**src/pkg/txc_consts.svh**
```systemverilog
`ifndef TXC_CONSTS_SVH
`define TXC_CONSTS_SVH

// ------------
// Register byte offsets
// ------------
`define TXC_OFS_CTRL      8'h00
`define TXC_OFS_AUD_THR   8'h04
`define TXC_OFS_AUD_DLY   8'h08
`define TXC_OFS_RF_DLY    8'h0c
`define TXC_OFS_FAULT     8'h10
`define TXC_OFS_STATE     8'h14

// ------------
// Control register fields and reset values
// ------------
`define TXC_CTRL_AUTO_RF  0
`define TXC_CTRL_AUTO_AUD 1
`define TXC_CTRL_MAIN_SEL 2
`define TXC_CTRL_MAINT    3
`define TXC_CTRL_RF_ON    4
`define TXC_CTRL_AUD_BK   5
`define TXC_CTRL_W        6
`define TXC_CTRL_RST      6'h13
`define TXC_AUD_THR_RST   16'h0100
`define TXC_AUD_DLY_RST   16'h2710
`define TXC_RF_DLY_RST    16'h03e8

// ------------
// Supply limits in millivolts
// ------------
`define TXC_V15_LO_MV     16'd13500
`define TXC_V15_HI_MV     16'd16500
`define TXC_V24_SET_MV    16'd21600
`define TXC_V24_CLR_MV    16'd22800
`define TXC_V3V3_SET_MV   16'd2970
`define TXC_V3V3_CLR_MV   16'd3130
`define TXC_V1V8_SET_MV   16'd1620
`define TXC_V1V8_CLR_MV   16'd1710

// ------------
// Timing
// ------------
`define TXC_CLK_HZ        20000000
`define TXC_TICK_MS       1
`define TXC_LINK_TO_MS    2000
`define TXC_SW_SETTLE_MS  100

`endif

```
**src/pkg/txc_pkg.sv**
```systemverilog
package txc_pkg;

    typedef struct packed {
        logic [1:0] link_to;
        logic [1:0] pwr_low;
        logic [1:0] tx_fault;
        logic       sw_intlk;
        logic       sw_pos;
        logic       rf_chg;
        logic       sys_intlk;
        logic       main_aud_low;
        logic       sup_15v;
        logic       sup_24v_a;
        logic       supply_24v_fault_b;
        logic       supply_3v3_fault;
        logic       sup_1v8;
    } txc_fault_t;

    typedef struct packed {
        logic [1:0] mute;
        logic [1:0] rf_on;
        logic       pos1;
        logic       pos2;
        logic       aud_backup;
    } txc_drive_t;

    typedef enum logic [1:0] {
        CO_IDLE  = 2'b00,
        CO_MOVE  = 2'b01,
        CO_CHECK = 2'b10
    } txc_co_state_t;

endpackage

```
**src/logic/txc_supervisor.sv**
```systemverilog
`timescale 1ns/100ps
`include "txc_consts.svh"

// What this block does
// - Flag link timeout per transmitter after two seconds without messages.
// - Combined transmitter fault when link timeout or power-low is active.
// - Combined fault clears when both causes clear or auto RF mode changes.
// - Power-low fault follows the transmitter's forward-power-low alarm.
// - Transmitter faults evaluated regardless of automatic RF transfer state.
// - After changeover, flag fault if switch interlock contact not closed.
// - After changeover, flag fault if switch position differs from selection.
// - Automatic transfer putting backup on air raises RF changeover alarm.
// - Changeover alarm clears on main recovery or manual main selection change.
// - System interlock fault whenever the system interlock input is open.
// - Drive each transmitter's RF mute line and RF on/off command.
// - Switch feeds selected transmitter to antenna, standby to test load.
// - Standby muted unless maintenance mode with both interlocks intact.
// - Normally the main program source feeds both transmitters.
// - Auto audio transfer moves to backup when main source fails.
// - Main source recovery restores main under auto audio transfer.
// - Programmable audio level threshold and audio transfer delay.
// - Programmable RF transfer delay, triggered by combined transmitter fault (link timeout or power-low).
// - 15 V supply fault outside 13.5 V to 16.5 V.
// - 24 V supply fault below 21.6 V, clears above 22.8 V.
// - 3.3 V supply fault below 2.97 V, clears above 3.13 V.
// - 1.8 V supply fault below 1.62 V, clears above 1.71 V.
// - Position 1: transmitter 1 to antenna; position 2 the reverse.
// - After reset audio starts on main, backup only after delay.
// - Inhibit RF of dummy-load transmitter while dummy-load interlock open.
// - Main-audio-low fault while main level is below threshold.

module txc_supervisor #(
    parameter int TICK_CYC    = `TXC_CLK_HZ / 1000 * `TXC_TICK_MS,
    parameter int LINK_TO_CYC = `TXC_CLK_HZ / 1000 * `TXC_LINK_TO_MS,
    parameter int SETTLE_CYC  = `TXC_CLK_HZ / 1000 * `TXC_SW_SETTLE_MS
) (
    // Clock, reset, enable
    input  wire logic                I_CLK,
    input  wire logic                I_SYS_RST,
    input  wire logic                I_CE,
    // APB slave
    input  wire logic                PSEL,
    input  wire logic                PENABLE,
    input  wire logic                PWRITE,
    input  wire logic [7:0]          PADDR,
    input  wire logic [31:0]         PWDATA,
    output logic      [31:0]         PRDATA,
    output logic                     PREADY,
    output logic                     PSLVERR,
    // Transmitter links
    input  wire logic [1:0]          I_TX_MSG_VALID,
    input  wire logic [1:0]          I_TX_PWR_LOW,
    // Transfer switch and interlocks
    input  wire logic                I_SW_INTLK_CLOSED,
    input  wire logic                I_SW_AT_POS1,
    input  wire logic                I_SW_AT_POS2,
    input  wire logic                I_SYS_INTLK_OK,
    input  wire logic                I_DL_INTLK_OK,
    // Audio and supply levels
    input  wire logic [15:0]         I_MAIN_AUD_LEVEL,
    input  wire logic [15:0]         I_V15_MV,
    input  wire logic [15:0]         I_V24A_MV,
    input  wire logic [15:0]         I_V24B_MV,
    input  wire logic [15:0]         I_V3V3_MV,
    input  wire logic [15:0]         I_V1V8_MV,
    // Outputs
    output txc_pkg::txc_drive_t      O_DRIVE,
    output txc_pkg::txc_fault_t      O_FAULTS
);
    import txc_pkg::*;

    // ------------
    // Register file
    // ------------
    logic [`TXC_CTRL_W-1:0] ctrl_q;
    logic [15:0]            aud_thr_q;
    logic [15:0]            aud_dly_q;
    logic [15:0]            rf_dly_q;
    logic                   wr_en;
    logic                   rd_setup;
    logic                   rf_mode_chg;
    logic                   main_sel_chg;
    logic                   addr_ok;
    logic [31:0]            rd_mux;
    txc_fault_t             flt;
    logic                   onair_q;
    logic                   drv_pos_q;
    logic                   armed_q;
    logic                   aud_bk_q;
    txc_co_state_t          co_q;

    assign wr_en    = I_CE & PSEL & PENABLE & PWRITE & addr_ok;
    assign rd_setup = I_CE & PSEL & ~PENABLE;
    assign PREADY   = I_CE;
    assign PSLVERR  = PSEL & PENABLE & ~addr_ok;

    always_comb begin
        addr_ok = 1'b1;
        rd_mux  = 32'h0000_0000;
        case (PADDR)
            `TXC_OFS_CTRL:    rd_mux = {26'h0, ctrl_q};
            `TXC_OFS_AUD_THR: rd_mux = {16'h0, aud_thr_q};
            `TXC_OFS_AUD_DLY: rd_mux = {16'h0, aud_dly_q};
            `TXC_OFS_RF_DLY:  rd_mux = {16'h0, rf_dly_q};
            `TXC_OFS_FAULT:   rd_mux = {16'h0, flt};
            `TXC_OFS_STATE:   rd_mux = {26'h0, co_q, armed_q, aud_bk_q, drv_pos_q, onair_q};
            default:          addr_ok = 1'b0;
        endcase
    end

    // Manual edits of mode bits are events for the fault logic
    assign rf_mode_chg  = wr_en && (PADDR == `TXC_OFS_CTRL) &&
                          (PWDATA[`TXC_CTRL_AUTO_RF] != ctrl_q[`TXC_CTRL_AUTO_RF]);
    assign main_sel_chg = wr_en && (PADDR == `TXC_OFS_CTRL) &&
                          (PWDATA[`TXC_CTRL_MAIN_SEL] != ctrl_q[`TXC_CTRL_MAIN_SEL]);

    always_ff @(posedge I_CLK or posedge I_SYS_RST) begin
        if (I_SYS_RST) begin
            ctrl_q    <= `TXC_CTRL_RST;
            aud_thr_q <= `TXC_AUD_THR_RST;
            aud_dly_q <= `TXC_AUD_DLY_RST;
            rf_dly_q  <= `TXC_RF_DLY_RST;
        end else if (wr_en) begin
            case (PADDR)
                `TXC_OFS_CTRL:    ctrl_q    <= PWDATA[`TXC_CTRL_W-1:0];
                `TXC_OFS_AUD_THR: aud_thr_q <= PWDATA[15:0];
                `TXC_OFS_AUD_DLY: aud_dly_q <= PWDATA[15:0];
                `TXC_OFS_RF_DLY:  rf_dly_q  <= PWDATA[15:0];
                default:          ;
            endcase
        end
    end

    // Read data captured in setup so the access phase answers at once
    always_ff @(posedge I_CLK or posedge I_SYS_RST) begin
        if (I_SYS_RST) begin
            PRDATA <= 32'h0000_0000;
        end else if (rd_setup) begin
            PRDATA <= rd_mux;
        end
    end

    // ------------
    // Millisecond tick for the programmable delays
    // ------------
    logic [31:0] tick_cnt_q;
    logic        tick;

    assign tick = (tick_cnt_q == 32'(TICK_CYC - 1));

    always_ff @(posedge I_CLK or posedge I_SYS_RST) begin
        if (I_SYS_RST) begin
            tick_cnt_q <= 32'h0;
        end else if (I_CE) begin
            tick_cnt_q <= tick ? 32'h0 : tick_cnt_q + 32'h1;
        end
    end

    // ------------
    // Per-transmitter link and fault supervision
    // ------------
    logic [1:0] link_to;
    logic [1:0] cause;
    logic [1:0] cause_prev_q;
    logic [1:0] tx_fault_q;

    for (genvar i = 0; i < 2; i++) begin : g_tx
        logic [31:0] link_cnt_q;

        always_ff @(posedge I_CLK or posedge I_SYS_RST) begin
            if (I_SYS_RST) begin
                link_cnt_q <= 32'h0;
            end else if (I_CE) begin
                if (I_TX_MSG_VALID[i]) begin
                    link_cnt_q <= 32'h0;
                end else if (link_cnt_q < 32'(LINK_TO_CYC)) begin
                    link_cnt_q <= link_cnt_q + 32'h1;
                end
            end
        end

        assign link_to[i] = (link_cnt_q >= 32'(LINK_TO_CYC));
        assign cause[i]   = link_to[i] | I_TX_PWR_LOW[i];

        // set on a new cause wins over a manual clear
        always_ff @(posedge I_CLK or posedge I_SYS_RST) begin
            if (I_SYS_RST) begin
                cause_prev_q[i] <= 1'b0;
                tx_fault_q[i]   <= 1'b0;
            end else if (I_CE) begin
                cause_prev_q[i] <= cause[i];
                if (cause[i] & ~cause_prev_q[i]) begin
                    tx_fault_q[i] <= 1'b1;
                end else if (~cause[i] | rf_mode_chg) begin
                    tx_fault_q[i] <= 1'b0;
                end
            end
        end
    end

    // ------------
    // RF routing: on-air selection and automatic transfer
    // ------------
    logic        main_sel;
    logic        standby;
    logic        rf_go;
    logic [15:0] rf_ms_q;
    logic        rf_chg_q;

    assign main_sel = ctrl_q[`TXC_CTRL_MAIN_SEL];
    assign standby  = ~onair_q;
    // combined fault on the on-air transmitter, other transmitter must be healthy
    assign rf_go    = ctrl_q[`TXC_CTRL_AUTO_RF] & tx_fault_q[onair_q] &
                      ~tx_fault_q[standby] & (rf_ms_q >= rf_dly_q);

    always_ff @(posedge I_CLK or posedge I_SYS_RST) begin
        if (I_SYS_RST) begin
            rf_ms_q <= 16'h0;
        end else if (I_CE) begin
            if (~tx_fault_q[onair_q] | rf_go) begin
                rf_ms_q <= 16'h0;
            end else if (tick & (rf_ms_q != 16'hffff)) begin
                rf_ms_q <= rf_ms_q + 16'h1;
            end
        end
    end

    // selected main goes to air, manual choice overrides
    always_ff @(posedge I_CLK or posedge I_SYS_RST) begin
        if (I_SYS_RST) begin
            onair_q <= 1'b0;
        end else if (I_CE) begin
            if (main_sel_chg) begin
                onair_q <= PWDATA[`TXC_CTRL_MAIN_SEL];
            end else if (rf_go) begin
                onair_q <= standby;
            end
        end
    end

    // changeover alarm, a manual main selection change wins over set
    always_ff @(posedge I_CLK or posedge I_SYS_RST) begin
        if (I_SYS_RST) begin
            rf_chg_q <= 1'b0;
        end else if (I_CE) begin
            if (rf_go & ~main_sel_chg & (standby == main_sel)) begin
                rf_chg_q <= 1'b0;
            end else if (rf_go & ~main_sel_chg & (onair_q == main_sel)) begin
                rf_chg_q <= 1'b1;
            end else if (main_sel_chg | ~tx_fault_q[main_sel]) begin
                rf_chg_q <= 1'b0;
            end
        end
    end

    // ------------
    // Transfer switch drive and post-changeover check
    // ------------
    logic [31:0] settle_q;
    logic        sw_intlk_q;
    logic        sw_pos_q;
    logic        pos_seen;

    // position 1 means transmitter 1 on air
    assign pos_seen = drv_pos_q ? (I_SW_AT_POS2 & ~I_SW_AT_POS1)
                                : (I_SW_AT_POS1 & ~I_SW_AT_POS2);

    always_ff @(posedge I_CLK or posedge I_SYS_RST) begin
        if (I_SYS_RST) begin
            co_q      <= CO_IDLE;
            drv_pos_q <= 1'b0;
            settle_q  <= 32'h0;
        end else if (I_CE) begin
            case (co_q)
                CO_IDLE: begin
                    if (onair_q != drv_pos_q) begin
                        drv_pos_q <= onair_q;
                        settle_q  <= 32'h0;
                        co_q      <= CO_MOVE;
                    end
                end
                CO_MOVE: begin
                    if (settle_q >= 32'(SETTLE_CYC - 1)) begin
                        co_q <= CO_CHECK;
                    end else begin
                        settle_q <= settle_q + 32'h1;
                    end
                end
                CO_CHECK: co_q <= CO_IDLE;
                default:  co_q <= CO_IDLE;
            endcase
        end
    end

    // verdict held until the next changeover
    always_ff @(posedge I_CLK or posedge I_SYS_RST) begin
        if (I_SYS_RST) begin
            armed_q    <= 1'b0;
            sw_intlk_q <= 1'b0;
            sw_pos_q   <= 1'b0;
        end else if (I_CE && co_q == CO_CHECK) begin
            armed_q    <= 1'b1;
            sw_intlk_q <= ~I_SW_INTLK_CLOSED;
            sw_pos_q   <= ~pos_seen;
        end
    end

    // ------------
    // Audio source selection
    // ------------
    logic        main_low;
    logic [15:0] aud_ms_q;

    assign main_low = (I_MAIN_AUD_LEVEL < aud_thr_q);

    always_ff @(posedge I_CLK or posedge I_SYS_RST) begin
        if (I_SYS_RST) begin
            aud_ms_q <= 16'h0;
        end else if (I_CE) begin
            if (~main_low | aud_bk_q) begin
                aud_ms_q <= 16'h0;
            end else if (tick & (aud_ms_q != 16'hffff)) begin
                aud_ms_q <= aud_ms_q + 16'h1;
            end
        end
    end

    always_ff @(posedge I_CLK or posedge I_SYS_RST) begin
        if (I_SYS_RST) begin
            aud_bk_q <= 1'b0;
        end else if (I_CE) begin
            if (~ctrl_q[`TXC_CTRL_AUTO_AUD]) begin
                aud_bk_q <= ctrl_q[`TXC_CTRL_AUD_BK];
            end else if (aud_bk_q) begin
                aud_bk_q <= main_low;
            // main failed for the full delay
            end else if (main_low & (aud_ms_q >= aud_dly_q)) begin
                aud_bk_q <= 1'b1;
            end
        end
    end

    // ------------
    // Supply monitors, hysteresis on all but the 15 V window
    // ------------
    logic s15_q;
    logic s24a_q;
    logic s24b_q;
    logic s33_q;
    logic s18_q;

    always_ff @(posedge I_CLK or posedge I_SYS_RST) begin
        if (I_SYS_RST) begin
            s15_q  <= 1'b0;
            s24a_q <= 1'b0;
            s24b_q <= 1'b0;
            s33_q  <= 1'b0;
            s18_q  <= 1'b0;
        end else if (I_CE) begin
            s15_q  <= (I_V15_MV < `TXC_V15_LO_MV) | (I_V15_MV > `TXC_V15_HI_MV);
            s24a_q <= (I_V24A_MV < `TXC_V24_SET_MV) |
                      (s24a_q & (I_V24A_MV <= `TXC_V24_CLR_MV));
            s24b_q <= (I_V24B_MV < `TXC_V24_SET_MV) |
                      (s24b_q & (I_V24B_MV <= `TXC_V24_CLR_MV));
            s33_q  <= (I_V3V3_MV < `TXC_V3V3_SET_MV) |
                      (s33_q & (I_V3V3_MV <= `TXC_V3V3_CLR_MV));
            s18_q  <= (I_V1V8_MV < `TXC_V1V8_SET_MV) |
                      (s18_q & (I_V1V8_MV <= `TXC_V1V8_CLR_MV));
        end
    end

    // ------------
    // Fault collection
    // ------------
    always_comb begin
        flt                    = '0;
        flt.link_to            = link_to;
        flt.pwr_low            = I_TX_PWR_LOW;
        flt.tx_fault           = tx_fault_q;
        flt.sw_intlk           = sw_intlk_q & armed_q;
        flt.sw_pos             = sw_pos_q & armed_q;
        flt.rf_chg             = rf_chg_q;
        flt.sys_intlk          = ~I_SYS_INTLK_OK;
        flt.main_aud_low       = main_low;
        flt.sup_15v            = s15_q;
        flt.sup_24v_a          = s24a_q;
        flt.supply_24v_fault_b = s24b_q;
        flt.supply_3v3_fault   = s33_q;
        flt.sup_1v8            = s18_q;
    end

    always_ff @(posedge I_CLK or posedge I_SYS_RST) begin
        if (I_SYS_RST) begin
            O_FAULTS <= '0;
        end else if (I_CE) begin
            O_FAULTS <= flt;
        end
    end

    // ------------
    // RF mute, RF on and switch coil drive
    // ------------
    // Both mutes during switch travel so no RF hot-switches the coax
    logic [1:0] mute;
    logic       moving;

    assign moving = (co_q != CO_IDLE) | (onair_q != drv_pos_q);

    for (genvar i = 0; i < 2; i++) begin : g_rf
        // standby inhibited unless maintenance with interlocks
        assign mute[i] = moving | ~I_SYS_INTLK_OK |
                         ((i != 32'(drv_pos_q)) &
                          ~(ctrl_q[`TXC_CTRL_MAINT] & I_DL_INTLK_OK));
    end

    always_ff @(posedge I_CLK or posedge I_SYS_RST) begin
        if (I_SYS_RST) begin
            O_DRIVE <= '{mute: 2'b11, rf_on: 2'b00, pos1: 1'b0,
                         pos2: 1'b0, aud_backup: 1'b0};
        end else if (I_CE) begin
            O_DRIVE.mute       <= mute;
            O_DRIVE.rf_on      <= ~mute & {2{ctrl_q[`TXC_CTRL_RF_ON]}};
            O_DRIVE.pos1       <= ~drv_pos_q;
            O_DRIVE.pos2       <= drv_pos_q;
            O_DRIVE.aud_backup <= aud_bk_q;
        end
    end

endmodule

```
**config.mk**
```make
export PLATFORM = sky130hd
export DESIGN_NAME = txc_supervisor
export DESIGN_NICKNAME = d
export VERILOG_FILES = /design/src/pkg/txc_pkg.sv /design/src/logic/txc_supervisor.sv
export VERILOG_INCLUDE_DIRS = /design/src /design/src/pkg
export SDC_FILE = /design/constraint.sdc
export NUM_CORES = 1
export LEC_CHECK = 0
export ABC_AREA = 1
export BUFFER_PORTS_ARGS = -buffer_cell sky130_fd_sc_hd__buf_2
export CORE_MARGIN = 10
export CORE_UTILIZATION = 40
export CTS_CLUSTER_SIZE = 10
export DETAILED_ROUTE_END_ITERATION = 10
export SLEW_MARGIN = 20
export SYNTH_ARGS = -nofsm -noshare
export SYNTH_HDL_FRONTEND = slang
export SYNTH_SLANG_ARGS = --single-unit
```
**constraint.sdc**
```tcl
create_clock -name I_CLK -period 9.7 [get_ports I_CLK]
set_input_delay 0.97 -clock I_CLK [delete_from_list [all_inputs] [get_ports I_CLK]]
set_output_delay 0.97 -clock I_CLK [all_outputs]
set_load 0.1 [all_outputs]
```
==> run metrics <==
maximum cell stage delay along the critical path approximately 450 ps; global-route total usage across every layer between 10% and 20%; routed wire length between 40 and 50 mm; actual transition at the worst max-transition pin 990 ps; cell type of the slowest stage on the worst timing path o21ai_2; CTS sink cnt around 270; Setup-failing EPs final 0; buffer count from post-CTS setup fixing 0; detailed-route via count 15,264; worst skew pair latency 530 ps; CP Capture Type output pin; Most used DFF post-synth dfrtp_1; synth-to-layout area growth 14.1%; sequential element share of the synthesized area between 40% and 50%; antenna violations before repair 3; arrival time at the worst endpoint approximately 2300 ps; FFs w/ async S/R, synth 100%; Avg Inst Size Synth 7.31 sq um; largest net degree at the start of global routing 126; total cell area at the placement stage approximately 0.018 sq mm; status finished, final reports clean; Static Leak 9.24 nW; Placement Rows 74; ordered list of cells on the worst path buf_2 -> nor2_1 -> nand3_1 -> o21ai_2 -> nor2_1 -> buf_2; maximum clock skew at final layout between 15 and 20 ps; power per standard cell area about 150 mW/mm^2; Cells after Synth 2,254; count of unique library cells instantiated by Yosys 54; Longest Clk Path Bufs 3; buffer and inverter count on the worst path 2; number of buffers created by CTS 34; clock root buffer clkbuf_16; hold bufs inserted after CTS 0; post-synth top area share 38.6%; critical path peak fanout 5; antenna viol nets, final 0; clk slew on worst S/H paths 50 ps; fraction of layout instances using a drive strength above 1 12.3%; vertical extent of the die 223 microns; fin area approximately 0.019 sq mm; leading cell types by total area after synthesis dfrtp_1, nand2_1, inv_1; synthesized area between 0.015 and 0.02 sq mm; Min Clock Period, post-route roughly 3300 ps; number of ports placed on the die boundary 208; number of pins exceeding their max-slew limit in the final report 0; most common cell in the netlist nand2_1; detailed-placement wirelength estimate 36.3 mm; via count of the first global-routing pass about 15,000; smallest setup slack after layout about 6400 ps; setup repair after global routing missed its margin false; Setup Crit Path Kind primary input to output pin; number of H-tree branching levels 2; Peak VDD IR 91.0 uV; IO buf count 175; TritonCTS clock tree built; Std-Cell Core Area 0.0408 sq mm; worst min-delay path category flip-flop to flip-flop; warning count from the yosys run 0; Initial Utilization 40.4%; global-route wire length before repair roughly 78 mm; Post-layout nets 2,617; average wire per cell in the routed design 16.3 microns; Max transition margin between 30 and 40%; Die Footprint between 0.04 and 0.05 sq mm; final worst hold slack approximately 460 ps; post_cts resized 0; category of cells accounting for the largest share of critical-path delay simple AND/OR/NAND/NOR gates; top cells by instance count after synthesis nand2_1, inv_1, nor2_1, dfrtp_1, nand3_1; top cell type by total area after synthesis dfrtp_1; flop and latch count out of synthesis 271; Worst setup SP type primary input; Maximum Capacitance Violations 0; final sum of negative setup slack 0 ps; total placed cells including tap cells 2,906; number of iterations in the first detailed-routing pass 6; vias per cell 5.14; Final Power 2.82 mW; final weighted congestion in routability-driven placement between 0.9 and 1; Achievable Freq between 0.3 and 0.4 GHz; count of unresolved DRC violations after routing 0; number of enable flip-flop cells after synthesis 0; Die X-Extent between 200 and 250 microns; Hold Vio Cnt, Final 0; pre-CTS WS 6020 ps; fin util between 40% and 50%; final clock period utilization by the worst path ~34%; number of cells in the finished layout apart from fillers 2,971; data required time at the worst endpoint 8730 ps; detailed router's first-iteration violation count 1,122; overall overflow remaining after global route 0
[path summary, 6_finish.rpt]
kind	startpoint	endpoint	slack (ps)	depth (start not counted)
max	PADDR[5]	PSLVERR	6440	6
min	O_DRIVE[5]	O_DRIVE[5]	460	2
max reg2reg	aud_thr_q[5]	aud_ms_q[12]	6620	12
min reg2reg	O_DRIVE[5]	O_DRIVE[5]	460	2
max in group asynchronous	I_SYS_RST	PRDATA[15]	7720	3
min in group asynchronous	I_SYS_RST	g_tx[0].link_cnt_q[3]	560	2
[layer usage]
layer / up-vias / part of all wire [%] / GRT usage [%]
met5: - / 0 / 0
met4: 0 / 2.9 / 6.52
met3: 80 / 6.6 / 4.13
met2: 439 / 43 / 29.3
met1: 7185 / 47 / 26.2
li1: 7560 / - / -
[cell families after synthesis]
| group | share of synthesized area [%] |
|---|---|
| fa+ha+maj | 4.18 |
| buf+inv | 9.29 |
| simple gates | 31.0 |
| other cells | 0.0228 |
| mux | 0.0683 |
| flops | 41.3 |
| compound gates | 9.47 |
| xor+xnor | 4.73 |
[state kept, by name (all words and copies together), names as in the netlist, 6 cells and up]
register         cells
O_DRIVE              7
settle_q            32
aud_dly_q           16
aud_thr_q           16
O_FAULTS            16
PRDATA              16
rf_dly_q            16
tick_cnt_q          32
g_tx.link_cnt_q     64
ctrl_q               6
rf_ms_q             16
aud_ms_q            16
[worst register-to-register path: cells and delay by family (launching register included)]
kind / cells / cell delay, ps
and+or+nand+nor: 8 / 1620
AOI/OAI and AO/OA: 2 / 580
DFF: 1 / 350
adders and majority gates: 1 / 270
buffers and inverters: 1 / 140
[layout by cell type, fill, tap and decap left out, types with 4 or more instances in the layout]
cell	instances
nor2_2	5
nor2_4	4
buf_2	175
buf_4	7
o211ai_1	4
o21ai_0	127
nor2_1	269
or2_2	16
ha_1	55
clkbuf_8	5
inv_2	13
xor2_1	83
nand2_1	583
xnor2_1	6
o21a_1	4
clkbuf_16	35
o21ai_1	45
clkbuf_1	19
a21oi_1	68
nor3_2	4
nor3b_1	7
dfstp_2	17
o22ai_1	9
a31oi_1	4
nand3b_1	4
o31ai_1	4
nand2_2	4
nor3_1	52
o221ai_1	4
nor4_1	23
nand3_1	139
nand4_1	64
conb_1	16
dfrtp_1	254
inv_1	270
[final cells by class]
class,instances,area [sq um]
timing repair buffer,184,983
clock inverter,2,13.8
clock buffer,59,1020
tap,532,666
inverter,287,1080
multi-input combinational,1633,8230
fill,4124,22000
sequential,271,6800
antenna,3,7.51
[power breakdown]
group	switching, mW	total, mW	internal (mW)
Clock	0.489	1.20	0.708
Sequential	0.0525	1.23	1.18
Combinational	0.309	0.395	0.0854
Note: power is estimated with default switching activity, not from simulation.
